File: src/hdl/cppt_pkg.sv
// Package for the calendar periodic pulse timer: offsets, field layout,
// reset values, cycle counts and the carrier types.
// Assumes a 50 MHz system clock and a calendar source on that same clock.
package cppt_pkg;

  // Clock and machine cycle lengths
  localparam int unsigned CLK_HZ       = 50_000_000;
  localparam int unsigned MC_Q_MS      = 250;
  localparam int unsigned MC_H_MS      = 500;
  localparam int unsigned MC_F_MS      = 1000;
  localparam int unsigned MC_Q_CYC     = (CLK_HZ / 1000) * MC_Q_MS;
  localparam int unsigned MC_H_CYC     = (CLK_HZ / 1000) * MC_H_MS;
  localparam int unsigned MC_F_CYC     = (CLK_HZ / 1000) * MC_F_MS;

  // Register offsets
  localparam logic [7:0]  ADDR_CTRL    = 8'h00;
  localparam logic [7:0]  ADDR_PERIOD  = 8'h04;
  localparam logic [7:0]  ADDR_START   = 8'h08;
  localparam logic [7:0]  ADDR_STATUS  = 8'h0C;

  // Field positions
  localparam int unsigned HOUR_LSB     = 0;
  localparam int unsigned MIN_LSB      = 8;
  localparam int unsigned SEC_LSB      = 16;
  localparam int unsigned DAY_LSB      = 24;
  localparam int unsigned FMT_LSB      = 0;
  localparam int unsigned MCSEL_LSB    = 2;
  localparam int unsigned HOLD_BIT     = 4;
  localparam int unsigned ERR_BIT      = 0;
  localparam int unsigned OUT_BIT      = 1;
  localparam int unsigned PHASE_LSB    = 4;

  // Ranges and weights
  localparam logic [4:0]  HOUR_MAX     = 5'h17;
  localparam logic [5:0]  MIN_MAX      = 6'h3B;
  localparam logic [5:0]  SEC_MAX      = 6'h3B;
  localparam logic [4:0]  DAY_MIN      = 5'h01;
  localparam logic [4:0]  DAY_MAX      = 5'h1F;
  localparam logic [16:0] SEC_PER_HOUR = 17'h00E10;
  localparam logic [16:0] SEC_PER_MIN  = 17'h0003C;

  // Values after reset
  localparam logic [4:0]  DAY_RST      = 5'h01;
  localparam logic [1:0]  MCSEL_RST    = 2'h2;

  typedef enum logic [1:0] {
    CPPT_FMT_NONE,
    CPPT_FMT_DAILY,
    CPPT_FMT_WEEKLY,
    CPPT_FMT_MONTHLY
  } cppt_fmt_t;

  typedef enum logic [1:0] {
    CPPT_PH_IDLE,
    CPPT_PH_ARM,
    CPPT_PH_TO_START,
    CPPT_PH_REPEAT
  } cppt_phase_t;

  typedef struct packed {
    logic [4:0] hour;
    logic [5:0] min;
    logic [5:0] sec;
  } cppt_hms_t;

  typedef struct packed {
    logic [7:0]  addr;
    logic [31:0] wdata;
    logic        wr;
    logic        rd;
  } cppt_bus_t;

  // Wall time: wday 1 = Monday .. 7 = Sunday; mdays = length of this month
  typedef struct packed {
    cppt_hms_t  tod;
    logic [2:0] wday;
    logic [4:0] mday;
    logic [4:0] mdays;
    logic       sec_tick;
  } cppt_cal_t;

  typedef struct packed {
    cppt_fmt_t   fmt;
    logic [1:0]  mc_sel;
    logic        hold;
    cppt_hms_t   per;
    logic [16:0] per_sec;
    cppt_hms_t   st;
    logic [4:0]  st_day;
    logic [16:0] st_sec;
    logic        err;
    cppt_phase_t phase;
    logic [16:0] cnt;
    logic        due;
    logic        out;
    logic [25:0] mc_cnt;
    logic [31:0] rdata;
  } cppt_state_t;

endpackage

File: src/hdl/cppt_hms.sv
// Converts an hour/minute/second triple to seconds and checks its ranges.
// Purely combinational; the caller registers the result.
`timescale 1ns/1ps
`default_nettype none
module cppt_hms
  import cppt_pkg::*;
(
  // Time triple
  input  wire cppt_pkg::cppt_hms_t hms,
  // Result
  output logic [16:0]              secs,
  output logic                     ok
);
  always_comb begin
    secs = 17'(hms.hour * SEC_PER_HOUR) + 17'(hms.min * SEC_PER_MIN) + 17'(hms.sec);
    ok   = (hms.hour <= HOUR_MAX) && (hms.min <= MIN_MAX) && (hms.sec <= SEC_MAX);
  end
endmodule
`default_nettype wire

File: src/hdl/cppt_timer.sv
// Calendar periodic pulse timer: register port, schedule anchoring,
// start/period count-up and the one-machine-cycle pulse output.
// Assumes the calendar source and register master share clk.
//
// Design decisions made here: the address-and-strobe port and the placing of the registers.
`timescale 1ns/1ps
`default_nettype none
module cppt_timer
  import cppt_pkg::*;
#(
  parameter int unsigned MC_Q_LEN = MC_Q_CYC,
  parameter int unsigned MC_H_LEN = MC_H_CYC,
  parameter int unsigned MC_F_LEN = MC_F_CYC
) (
  // Clock and reset
  input  wire logic                clk,
  input  wire logic                rst_n,
  // Register port
  input  wire cppt_pkg::cppt_bus_t bus,
  output logic [31:0]              rdata,
  // Calendar source
  input  wire cppt_pkg::cppt_cal_t cal,
  // Outputs
  output logic                     periodic_pulse_out,
  output logic                     cfg_error
);
  import cppt_pkg::*;

  cppt_state_t s;
  cppt_state_t next_s;

  cppt_hms_t   cand_per;
  cppt_hms_t   cand_st;
  logic [4:0]  cand_day;
  logic [16:0] cand_per_sec;
  logic [16:0] cand_st_sec;
  logic        per_ok;
  logic        st_ok;
  logic        wr_per;
  logic        wr_st;
  logic        cfg_ok;
  logic [25:0] mc_last;
  logic        mc_tick;
  logic [4:0]  mday_target;
  logic        cal_anchor;
  logic        free_hold;

  cppt_hms u_per (
    .hms  (cand_per),
    .secs (cand_per_sec),
    .ok   (per_ok)
  );

  cppt_hms u_st (
    .hms  (cand_st),
    .secs (cand_st_sec),
    .ok   (st_ok)
  );

  // Candidate configuration: the word being written merged with what is held
  always_comb begin
    wr_per   = bus.wr && (bus.addr == ADDR_PERIOD);
    wr_st    = bus.wr && (bus.addr == ADDR_START);
    cand_per = s.per;
    cand_st  = s.st;
    cand_day = s.st_day;
    if (wr_per) begin
      cand_per.hour = bus.wdata[HOUR_LSB +: 5];
      cand_per.min  = bus.wdata[MIN_LSB +: 6];
      cand_per.sec  = bus.wdata[SEC_LSB +: 6];
    end
    if (wr_st) begin
      cand_st.hour = bus.wdata[HOUR_LSB +: 5];
      cand_st.min  = bus.wdata[MIN_LSB +: 6];
      cand_st.sec  = bus.wdata[SEC_LSB +: 6];
      cand_day     = bus.wdata[DAY_LSB +: 5];
    end
    // Whole-set check so a pair of writes can never leave start past period
    cfg_ok = per_ok && st_ok && (cand_day >= DAY_MIN) && (cand_day <= DAY_MAX)
             && (cand_st_sec <= cand_per_sec);
  end

  // Machine cycle length and calendar anchors
  always_comb begin
    case (s.mc_sel)
      2'h0:    mc_last = 26'(MC_Q_LEN - 1);
      2'h1:    mc_last = 26'(MC_H_LEN - 1);
      default: mc_last = 26'(MC_F_LEN - 1);
    endcase
    mc_tick     = (s.mc_cnt >= mc_last);                              // Shorter cycle must not strand the count
    mday_target = (s.st_day > cal.mdays) ? cal.mdays : s.st_day;
    cal_anchor  = 1'b0;
    if (cal.sec_tick && (cal.tod == '0)) begin
      case (s.fmt)
        CPPT_FMT_DAILY:   cal_anchor = 1'b1;
        CPPT_FMT_WEEKLY:  cal_anchor = ({2'h0, cal.wday} == s.st_day);
        CPPT_FMT_MONTHLY: cal_anchor = (cal.mday == mday_target);
        default:          cal_anchor = 1'b0;
      endcase
    end
    free_hold = (s.fmt == CPPT_FMT_NONE) && s.hold;
  end

  // Next state
  always_comb begin
    logic [16:0] c;
    cppt_phase_t ph;
    c      = '0;
    ph     = s.phase;
    next_s = s;

    // Register port: read data stand for one cycle only
    next_s.rdata = '0;
    if (bus.rd) begin
      case (bus.addr)
        ADDR_CTRL: begin
          next_s.rdata[FMT_LSB +: 2]   = s.fmt;
          next_s.rdata[MCSEL_LSB +: 2] = s.mc_sel;
          next_s.rdata[HOLD_BIT]       = s.hold;
        end
        ADDR_PERIOD: begin
          next_s.rdata[HOUR_LSB +: 5] = s.per.hour;
          next_s.rdata[MIN_LSB +: 6]  = s.per.min;
          next_s.rdata[SEC_LSB +: 6]  = s.per.sec;
        end
        ADDR_START: begin
          next_s.rdata[HOUR_LSB +: 5] = s.st.hour;
          next_s.rdata[MIN_LSB +: 6]  = s.st.min;
          next_s.rdata[SEC_LSB +: 6]  = s.st.sec;
          next_s.rdata[DAY_LSB +: 5]  = s.st_day;
        end
        ADDR_STATUS: begin
          next_s.rdata[ERR_BIT]         = s.err;
          next_s.rdata[OUT_BIT]         = s.out;
          next_s.rdata[PHASE_LSB +: 2]  = s.phase;
        end
        default: next_s.rdata = '0;
      endcase
    end

    // Machine cycle: the output shows the pending pulse for one whole cycle
    if (mc_tick) begin
      next_s.mc_cnt = '0;
      next_s.out    = s.due;
      next_s.due    = 1'b0;
    end else begin
      next_s.mc_cnt = 26'(s.mc_cnt + 26'h1);
    end

    // Second step: counts from anchor to start, then period to period
    if (cal.sec_tick) begin
      if (cal_anchor || (s.phase == CPPT_PH_ARM)) begin
        ph = CPPT_PH_TO_START;
        c  = '0;
      end else begin
        c  = 17'(s.cnt + 17'h1);
      end
      case (ph)
        CPPT_PH_TO_START: begin
          if (c == s.st_sec) begin
            next_s.due   = 1'b1;
            next_s.phase = CPPT_PH_REPEAT;
            next_s.cnt   = '0;
          end else begin
            next_s.phase = CPPT_PH_TO_START;
            next_s.cnt   = c;
          end
        end
        CPPT_PH_REPEAT: begin
          // A zero period gives a single pulse per anchor
          if (s.per_sec != '0) begin
            if (c == s.per_sec) begin
              next_s.due = 1'b1;
              next_s.cnt = '0;
            end else begin
              next_s.cnt = c;
            end
          end
        end
        default: next_s.cnt = s.cnt;
      endcase
    end

    // Register writes
    if (bus.wr && (bus.addr == ADDR_CTRL)) begin
      next_s.fmt    = cppt_fmt_t'(bus.wdata[FMT_LSB +: 2]);
      next_s.mc_sel = bus.wdata[MCSEL_LSB +: 2];
      next_s.hold   = bus.wdata[HOLD_BIT];
      if (cppt_fmt_t'(bus.wdata[FMT_LSB +: 2]) != s.fmt) begin
        next_s.phase = (bus.wdata[FMT_LSB +: 2] == 2'h0) ? CPPT_PH_ARM : CPPT_PH_IDLE;
        next_s.cnt   = '0;
      end
    end
    if (wr_per || wr_st) begin
      if (cfg_ok) begin
        next_s.per     = cand_per;
        next_s.per_sec = cand_per_sec;
        next_s.st      = cand_st;
        next_s.st_sec  = cand_st_sec;
        next_s.st_day  = cand_day;
        next_s.err     = 1'b0;
        next_s.phase   = (s.fmt == CPPT_FMT_NONE) ? CPPT_PH_ARM : CPPT_PH_IDLE;
        next_s.cnt     = '0;
      end else begin
        next_s.err     = 1'b1;
      end
    end

    // In the free-running format only, hold parks the timer in the arm phase with the output low
    if (free_hold) begin
      next_s.phase = CPPT_PH_ARM;
      next_s.cnt   = '0;
      next_s.due   = 1'b0;
      next_s.out   = 1'b0;
    end
  end

  always_ff @(posedge clk or negedge rst_n) begin
    if (!rst_n) begin
      s        <= '0;
      s.mc_sel <= MCSEL_RST;
      s.st_day <= DAY_RST;
      s.phase  <= CPPT_PH_ARM;
    end else begin
      s <= next_s;
    end
  end

  assign periodic_pulse_out = s.out;
  assign cfg_error          = s.err;
  assign rdata              = s.rdata;

  property p_pulse_len;
    @(posedge clk) disable iff (!rst_n)
      (s.out && !mc_tick && !free_hold) |=> s.out;
  endproperty
  a_pulse_len: assert property (p_pulse_len)
    else $error("pulse dropped inside its machine cycle");

  property p_pulse_start;
    @(posedge clk) disable iff (!rst_n)
      (mc_tick && s.due && !free_hold) |=> s.out ##1 (s.out || $past(mc_tick) || $past(free_hold));
  endproperty
  a_pulse_start: assert property (p_pulse_start)
    else $error("pending pulse not shown at machine cycle");

  property p_pulse_low;
    @(posedge clk) disable iff (!rst_n)
      (mc_tick && !s.due) |=> !s.out;
  endproperty
  a_pulse_low: assert property (p_pulse_low)
    else $error("pulse high without a pending event");

  property p_hold;
    @(posedge clk) disable iff (!rst_n)
      free_hold |=> (!s.out && !s.due && (s.phase == CPPT_PH_ARM) && (s.cnt == '0));
  endproperty
  a_hold: assert property (p_hold)
    else $error("held timer not parked");

  property p_reject;
    @(posedge clk) disable iff (!rst_n)
      ((wr_per || wr_st) && (cand_st_sec > cand_per_sec))
        |=> (s.err && $stable(s.st_sec) && $stable(s.per_sec));
  endproperty
  a_reject: assert property (p_reject)
    else $error("start past period was accepted");

  property p_period_range;
    @(posedge clk) disable iff (!rst_n)
      (wr_per && (bus.wdata[HOUR_LSB +: 5] > HOUR_MAX)) |=> (s.err && (s.per.hour <= HOUR_MAX));
  endproperty
  a_period_range: assert property (p_period_range)
    else $error("period hour out of range accepted");

  property p_start_store;
    @(posedge clk) disable iff (!rst_n)
      (wr_st && cfg_ok) |=> (s.st_sec == $past(cand_st_sec)) && !s.err;
  endproperty
  a_start_store: assert property (p_start_store)
    else $error("valid start time not stored");

  property p_daily;
    @(posedge clk) disable iff (!rst_n)
      (cal.sec_tick && (cal.tod == '0) && (s.fmt == CPPT_FMT_DAILY) && !bus.wr)
        |=> (s.phase != CPPT_PH_IDLE) && (s.cnt == '0);
  endproperty
  a_daily: assert property (p_daily)
    else $error("daily schedule not anchored at midnight");

  property p_weekly;
    @(posedge clk) disable iff (!rst_n)
      (cal.sec_tick && (cal.tod == '0) && (s.fmt == CPPT_FMT_WEEKLY) && !bus.wr
        && ({2'h0, cal.wday} == s.st_day)) |=> (s.phase != CPPT_PH_IDLE);
  endproperty
  a_weekly: assert property (p_weekly)
    else $error("weekly schedule missed its weekday");

  property p_monthly;
    @(posedge clk) disable iff (!rst_n)
      (cal.sec_tick && (cal.tod == '0) && (s.fmt == CPPT_FMT_MONTHLY) && !bus.wr
        && (s.st_day > cal.mdays) && (cal.mday == cal.mdays)) |=> (s.phase != CPPT_PH_IDLE);
  endproperty
  a_monthly: assert property (p_monthly)
    else $error("monthly schedule missed the last day");

endmodule
`default_nettype wire

File: config.mk
export PLATFORM = sky130hd
export DESIGN_NAME = cppt_timer
export DESIGN_NICKNAME = d
export VERILOG_FILES = /design/src/hdl/cppt_pkg.sv /design/src/hdl/cppt_hms.sv /design/src/hdl/cppt_timer.sv
export SDC_FILE = /design/constraint.sdc
export NUM_CORES = 1
export LEC_CHECK = 0
export BUFFER_PORTS_ARGS = -buffer_cell sky130_fd_sc_hd__buf_2
export CAP_MARGIN = 10
export CORE_MARGIN = 3
export CORE_UTILIZATION = 50
export DETAILED_ROUTE_END_ITERATION = 8
export PLACE_DENSITY = 0.69
export SYNTH_ARGS = -nofsm -noshare
export SYNTH_HDL_FRONTEND = slang
export SYNTH_SLANG_ARGS = --single-unit
File: constraint.sdc
create_clock -name clk -period 18.3 [get_ports clk]
set_input_delay 0.915 -clock clk [delete_from_list [all_inputs] [get_ports clk]]
set_output_delay 0.915 -clock clk [all_outputs]
set_load 0.005 [all_outputs]
## Word-level counts from Yosys, hierarchy flattened

Cells that the tools add are included.

- $add $sub $neg: 6
- Multiply operators: 4
- $lt $le $gt $ge: 11
- Eq/ne operators: 15
- Multiplexer cells: 38
- Reductions and logical operators: 23

Operators with widths:

| operator | number |
|---|---|
| $mux W17 | 5 |
| $mux W19 | 4 |
| $pmux W26 S2 | 1 |
| $mux W18 | 2 |
| $add A17 B12 Y17 | 2 |
| $add A17 B6 Y17 | 2 |
| $eq A17 B17 Y1 | 2 |
| $pmux W17 S2 | 1 |
| $mux W29 | 1 |
| $add A26 B1 Y26 const B | 1 |
| $ge A26 B26 Y1 | 1 |
| $mul A5 B8 Y13 const B | 2 |
| $mux W26 | 1 |
| $le A6 B6 Y1 const B | 4 |
| $pmux W6 S2 | 2 |
| $mux W21 | 1 |
| $mul A6 B4 Y10 const B | 2 |
| $mux W20 | 1 |
| $add A17 B1 Y17 const B | 1 |
| $le A17 B17 Y1 | 1 |
| $logic_not A17 Y1 | 1 |
| $reduce_bool A17 Y1 | 1 |
| $eq A8 B4 Y1 const B | 2 |
| $le A5 B5 Y1 const B | 3 |
| 22 further kinds | 53 |

- Register bits after elaboration: 158
- Word-level logic and storage cells: 116

## Longest topological paths before layout

- Depth in word-level cells: 18
- Depth in mapped cells: 39
- Gate-level depth less buffers: 35

## By module

A second synthesis with hierarchy kept.

- Cells, all modules: 1464
- Area total of the unflattened synthesis: 13225.2 µm²

By module, submodules not included:

| module | times used | cells each | area each (µm²) | seq. area each (µm²) |
|---|---|---|---|---|
| cppt_timer | 1 | 1046 | 9604.2 | 3732.3 |
| cppt_hms | 2 | 209 | 1810.5 | 0.0 |

## Least setup slack after synthesis

Ideal clock, no wire load.

- Path type: input to register
- Start point: in bus[37] (netlist name)
- End point: reg s[94] (netlist name)
- Data arrival time: 8.688 ns
- Required time: 18.175 ns
- Slack: 9.487 ns
- Stages on the path: 35
- Path buffers: 5
- Cells stage by stage: buf_2 nor2b_1 and3_1 clkbuf_1 nand2_1 clkbuf_1 mux2i_1 xnor2_1 ha_1 fa_1 inv_1 fa_1 inv_1 fa_1 ha_1 a21oi_1 o21ai_0 a21oi_1 o21ai_0 a21oi_1 o21ai_0 and2_1 or4b_2 nand3_1 ha_1 a21o_1 a21o_1 a21oi_1 o21ai_0 a211oi_1 nand3b_2 nor2_1 buf_4 buf_4 mux2_2

- Cells in the longest elaborated chain, start to end: 11
- Elaborated cells between the ends (all ways): 34

Ends and longest elaborated chain:

| what | line | RTL |
|---|---|---|
| start: declaration | cppt_timer.sv:19 | `input wire cppt_pkg::cppt_bus_t bus,` |
| parallel branches: the longest is 11 deep, another holds $add A17 B12 Y17 | - |  |
| end signal: assignment | cppt_timer.sv:225 | `s <= next_s;` |
| end: declaration | cppt_timer.sv:29 | `cppt_state_t s;` |

Several ways; the timed one is not identified.
A chain may end at the register's enable or synchronous reset.

==> metrics <==
Critical Path RT=about 19 ns; Hold Crit Class=reg2reg; Tcrit/Tclk final=a little under three fifths; via count=about 10,000; WP data arrival=approximately 11 ns; total gr overflow=0; unique cell type count in the Yosys netlist=between 80 and 90; FP Rows=57; hold path startpoint=s[32]; GRT Util Overall=roughly 22%; Hold Crit Depth=1; max_slew headroom=between 30% and 40%; VDD IR-drop max=about 0.06 mV; clock root cell=clkbuf_16; htree depth=4; CTS tree=built; final hold slack=between 0.4 and 0.5 ns; antenna violations before repair=0; Internal=736 uW; sequential fraction of design power=30.0%; Synth Flop Type=dfrtp_1; CTS Buffer Depth=2; worst-margin pin slew=between 0.9 and 1 ns; net switching power=between 400 and 500 uW; Syn Std Cell Area=approximately 13,000 sq um; Startpoint Class=primary input; Area growth syn-to-layout=9.29%; nets=roughly 1,700; pwr/cell area=86.6 nW/um^2; Reg-to-Reg End=s[114]; Buf+Inv Stages, Crit Path=5; kind of cell adding the most delay to the critical path=simple AND/OR/NAND/NOR gates; synthesized flop and latch total=145; number of I/O pins=between 100 and 150; drc violations=0; Cells after Synth=1,366; Port Buffer Count=about 90; first-pass GRT wire length=~50 mm; vias per std cell=approximately 5.7; final hold vios=0; register-to-register setup slack=about 9.8 ns; CTS Hold Bufs=0; initial DRC count=812; DP Wirelength=about 24 mm; Hold EP=s[32]; ANT nets after route=0; clock network power share=a little under a third; die area=approximately 27,000 sq um; CP Class=in2reg; Fill cells=roughly 2,200; worst stage delay on the critical path=0.76 ns; CTS resizes=0; Initial Utilization=about half; Power, Total=roughly 1.2 mW; Sink Count=approximately 150; final setup TNS=0 ns; die width=~170 um; fraction of layout cells with a size suffix above 1=about 16%; Sw Ratio=between 30% and 40%; CP max-delay cell=and3_1; Worst-Skew Late Latency=0.44 ns; critical path endpoint category=register; max-cap viol count=0; # diodes=0; GP Congestion=about 0.9; Worst R2R Start=s[108]; EDFF count, synth=0; DIE HEIGHT=~170 um; wire per inst=about 17 um; register area=between 3000 and 4000 sq um; CTS clk-pin slew, worst paths=0.06 ns; WL final=between 30 and 40 mm; Final Skew=around 0.016 ns; sequential fraction of the synthesis area=between 20% and 30%; Yosys Warn Count=0; vias in the first global route=about 10,000; Crit Path Max Fanout=75; TritonRoute pass-1 iters=7; asr flop ratio synth=100%; P_leak=7.17 nW; RSZ-0062 raised after global routing=false; Core Box Area=between 20,000 and 25,000 sq um; post-CTS setup buffers=0; Achievable Freq=97.4 MHz; area of the multi-input gates=approximately 8300 sq um; Num CTS Buffers=17; Mapped Avg Cell Area=9.33 sq um; status=finished clean; Final Setup Violations=0; largest net degree at the start of global routing=90; Combinational Power Share=between 30% and 40%; Slew Limit Fails=0; minimum clock period=about 10 ns; Worst Reg-to-Reg Cells=28
synthesized netlist by cell type, types with 4 or more instances:
master	n	share of area, %
ha_1	148	15
dfrtp_1	142	28
nor2_1	113	3.3
inv_1	106	3.1
nand2_1	78	2.3
xnor2_1	76	5.2
a21oi_1	75	2.9
mux2_2	55	4.9
buf_4	38	2.2
o21ai_0	38	1.5
xor2_1	37	2.5
nand3_1	36	1.4
nor2b_1	28	1.4
a21o_1	24	1.4
fa_1	24	3.8
mux2i_1	24	1.9
nor3_1	23	0.90
and3_1	20	0.98
a31oi_1	17	0.83
clkbuf_1	17	0.50
nand4_1	17	0.83
buf_2	16	0.63
o31ai_1	16	0.94
a22oi_1	15	0.88
o21bai_1	15	0.88
o21ai_1	13	0.51
nor4_1	11	0.54
and2_1	8	0.39
o21a_1	8	0.47
or2_2	8	0.39
nand2b_1	6	0.29
nor2_2	6	0.29
and4_1	5	0.34
nand3b_1	5	0.29
nor3_2	5	0.39
o221ai_1	5	0.34
a21boi_0	4	0.24
a32oi_1	4	0.27
nor4_4	4	0.67
cell usage in the layout (no fill, tap or decap), types with 16 or more instances in the layout:
| cell type | Yosys | routed |
|---|---|---|
| ha_1 | 148 | 148 |
| dfrtp_1 | 142 | 142 |
| nor2_1 | 113 | 112 |
| inv_1 | 106 | 106 |
| buf_2 | 16 | 88 |
| nand2_1 | 78 | 78 |
| xnor2_1 | 76 | 76 |
| a21oi_1 | 75 | 75 |
| mux2_2 | 55 | 55 |
| o21ai_0 | 38 | 38 |
| xor2_1 | 37 | 37 |
| nand3_1 | 36 | 36 |
| nor2b_1 | 28 | 28 |
| mux2i_1 | 24 | 24 |
| a21o_1 | 24 | 24 |
| fa_1 | 24 | 24 |
| nor3_1 | 23 | 23 |
| and3_1 | 20 | 20 |
| nand4_1 | 17 | 17 |
| a31oi_1 | 17 | 17 |
| clkbuf_16 | 0 | 17 |
| o31ai_1 | 16 | 16 |
state kept, by name, summed over array words and instances (netlist names):
| name | cells |
|---|---|
| rdata | 23 |
| cfg_error | 1 |
| periodic_pulse_out | 1 |
| s | 120 |
how the worst max path moves through the flow:
stage / startpoint / endpoint / slack [ns] / depth (start not counted)
2_1_floorplan: bus[37] / s[94] / 9.49 / 35
3_3_place_gp: bus[39] / s[111] / 7.84 / 33
3_5_place_dp: bus[39] / s[106] / 7.71 / 33
4_1_cts: bus[39] / s[114] / 8.12 / 33
5_1_grt: bus[39] / s[114] / 7.48 / 33
6_report: bus[39] / s[114] / 8.04 / 33
worst register-to-register path, delay by kind of cell (launching register included):
kind / cells / cell delay (ns)
AO/OA/AOI/OAI: 11 / 1.97
multiplexers: 2 / 0.80
XOR/XNOR: 1 / 0.28
flip-flops: 1 / 0.41
AND/OR/NAND/NOR: 5 / 1.69
adder cells (fa/ha/maj): 6 / 2.42
buffers and inverters: 3 / 0.75
layer usage:
metal,wire (um),GRT usage (%)
met1,14000,30.2
met4,482,5.79
met3,1590,4.36
met2,14300,36.9
met5,0,0
power groups by stage:
stage / registers [mW] / logic, mW / clock network, mW
final: 0.362 / 0.462 / 0.381
after global routing: 0.365 / 0.524 / 0.403
after CTS: 0.362 / 0.460 / 0.385
after detailed placement: 0.367 / 0.456 / 0
after global placement: 0.367 / 0.448 / 0
after floorplan: 0.357 / 0.339 / 0
cell type report:
cell class                 instances  share of cell area (%)
clock inverter                    15                    1.56
inverter                         106                    2.86
sequential                       145                    26.1
clock buffer                      17                    3.05
multi-input combinational       1051                    59.8
timing repair buffer              98                    3.73
tap                              324                    2.91
cells by family (layout without fill, tap and decap cells):
| family | Yosys count | count (layout) | synth area share [%] |
|---|---|---|---|
| AND/OR/NAND/NOR | 401 | 401 | 16.8 |
| AO/OA/AOI/OAI | 268 | 268 | 13.9 |
| buffers and inverters | 178 | 236 | 6.52 |
| adder cells (fa/ha/maj) | 172 | 172 | 18.3 |
| flip-flops | 145 | 145 | 28.5 |
| XOR/XNOR | 118 | 118 | 8.56 |
| multiplexers | 83 | 83 | 7.36 |
| other | 1 | 9 | 0.0294 |
through the flow:
stage / area (sq um) / cells / setup WS (ns) / util, %
2_1_floorplan: 12800 / 1374 / 9.49 / -
4_1_cts: 13900 / 1756 / 8.12 / 56.5
3_5_place_dp: 13300 / 1724 / 7.71 / 53.9
5_1_grt: 13900 / 1756 / 7.48 / 56.5
3_3_place_gp: 13300 / 1724 / 7.84 / 53.9
6_report: 13900 / 1756 / 8.04 / 56.5
No activity file was read; power rests on OpenSTA's default activity.
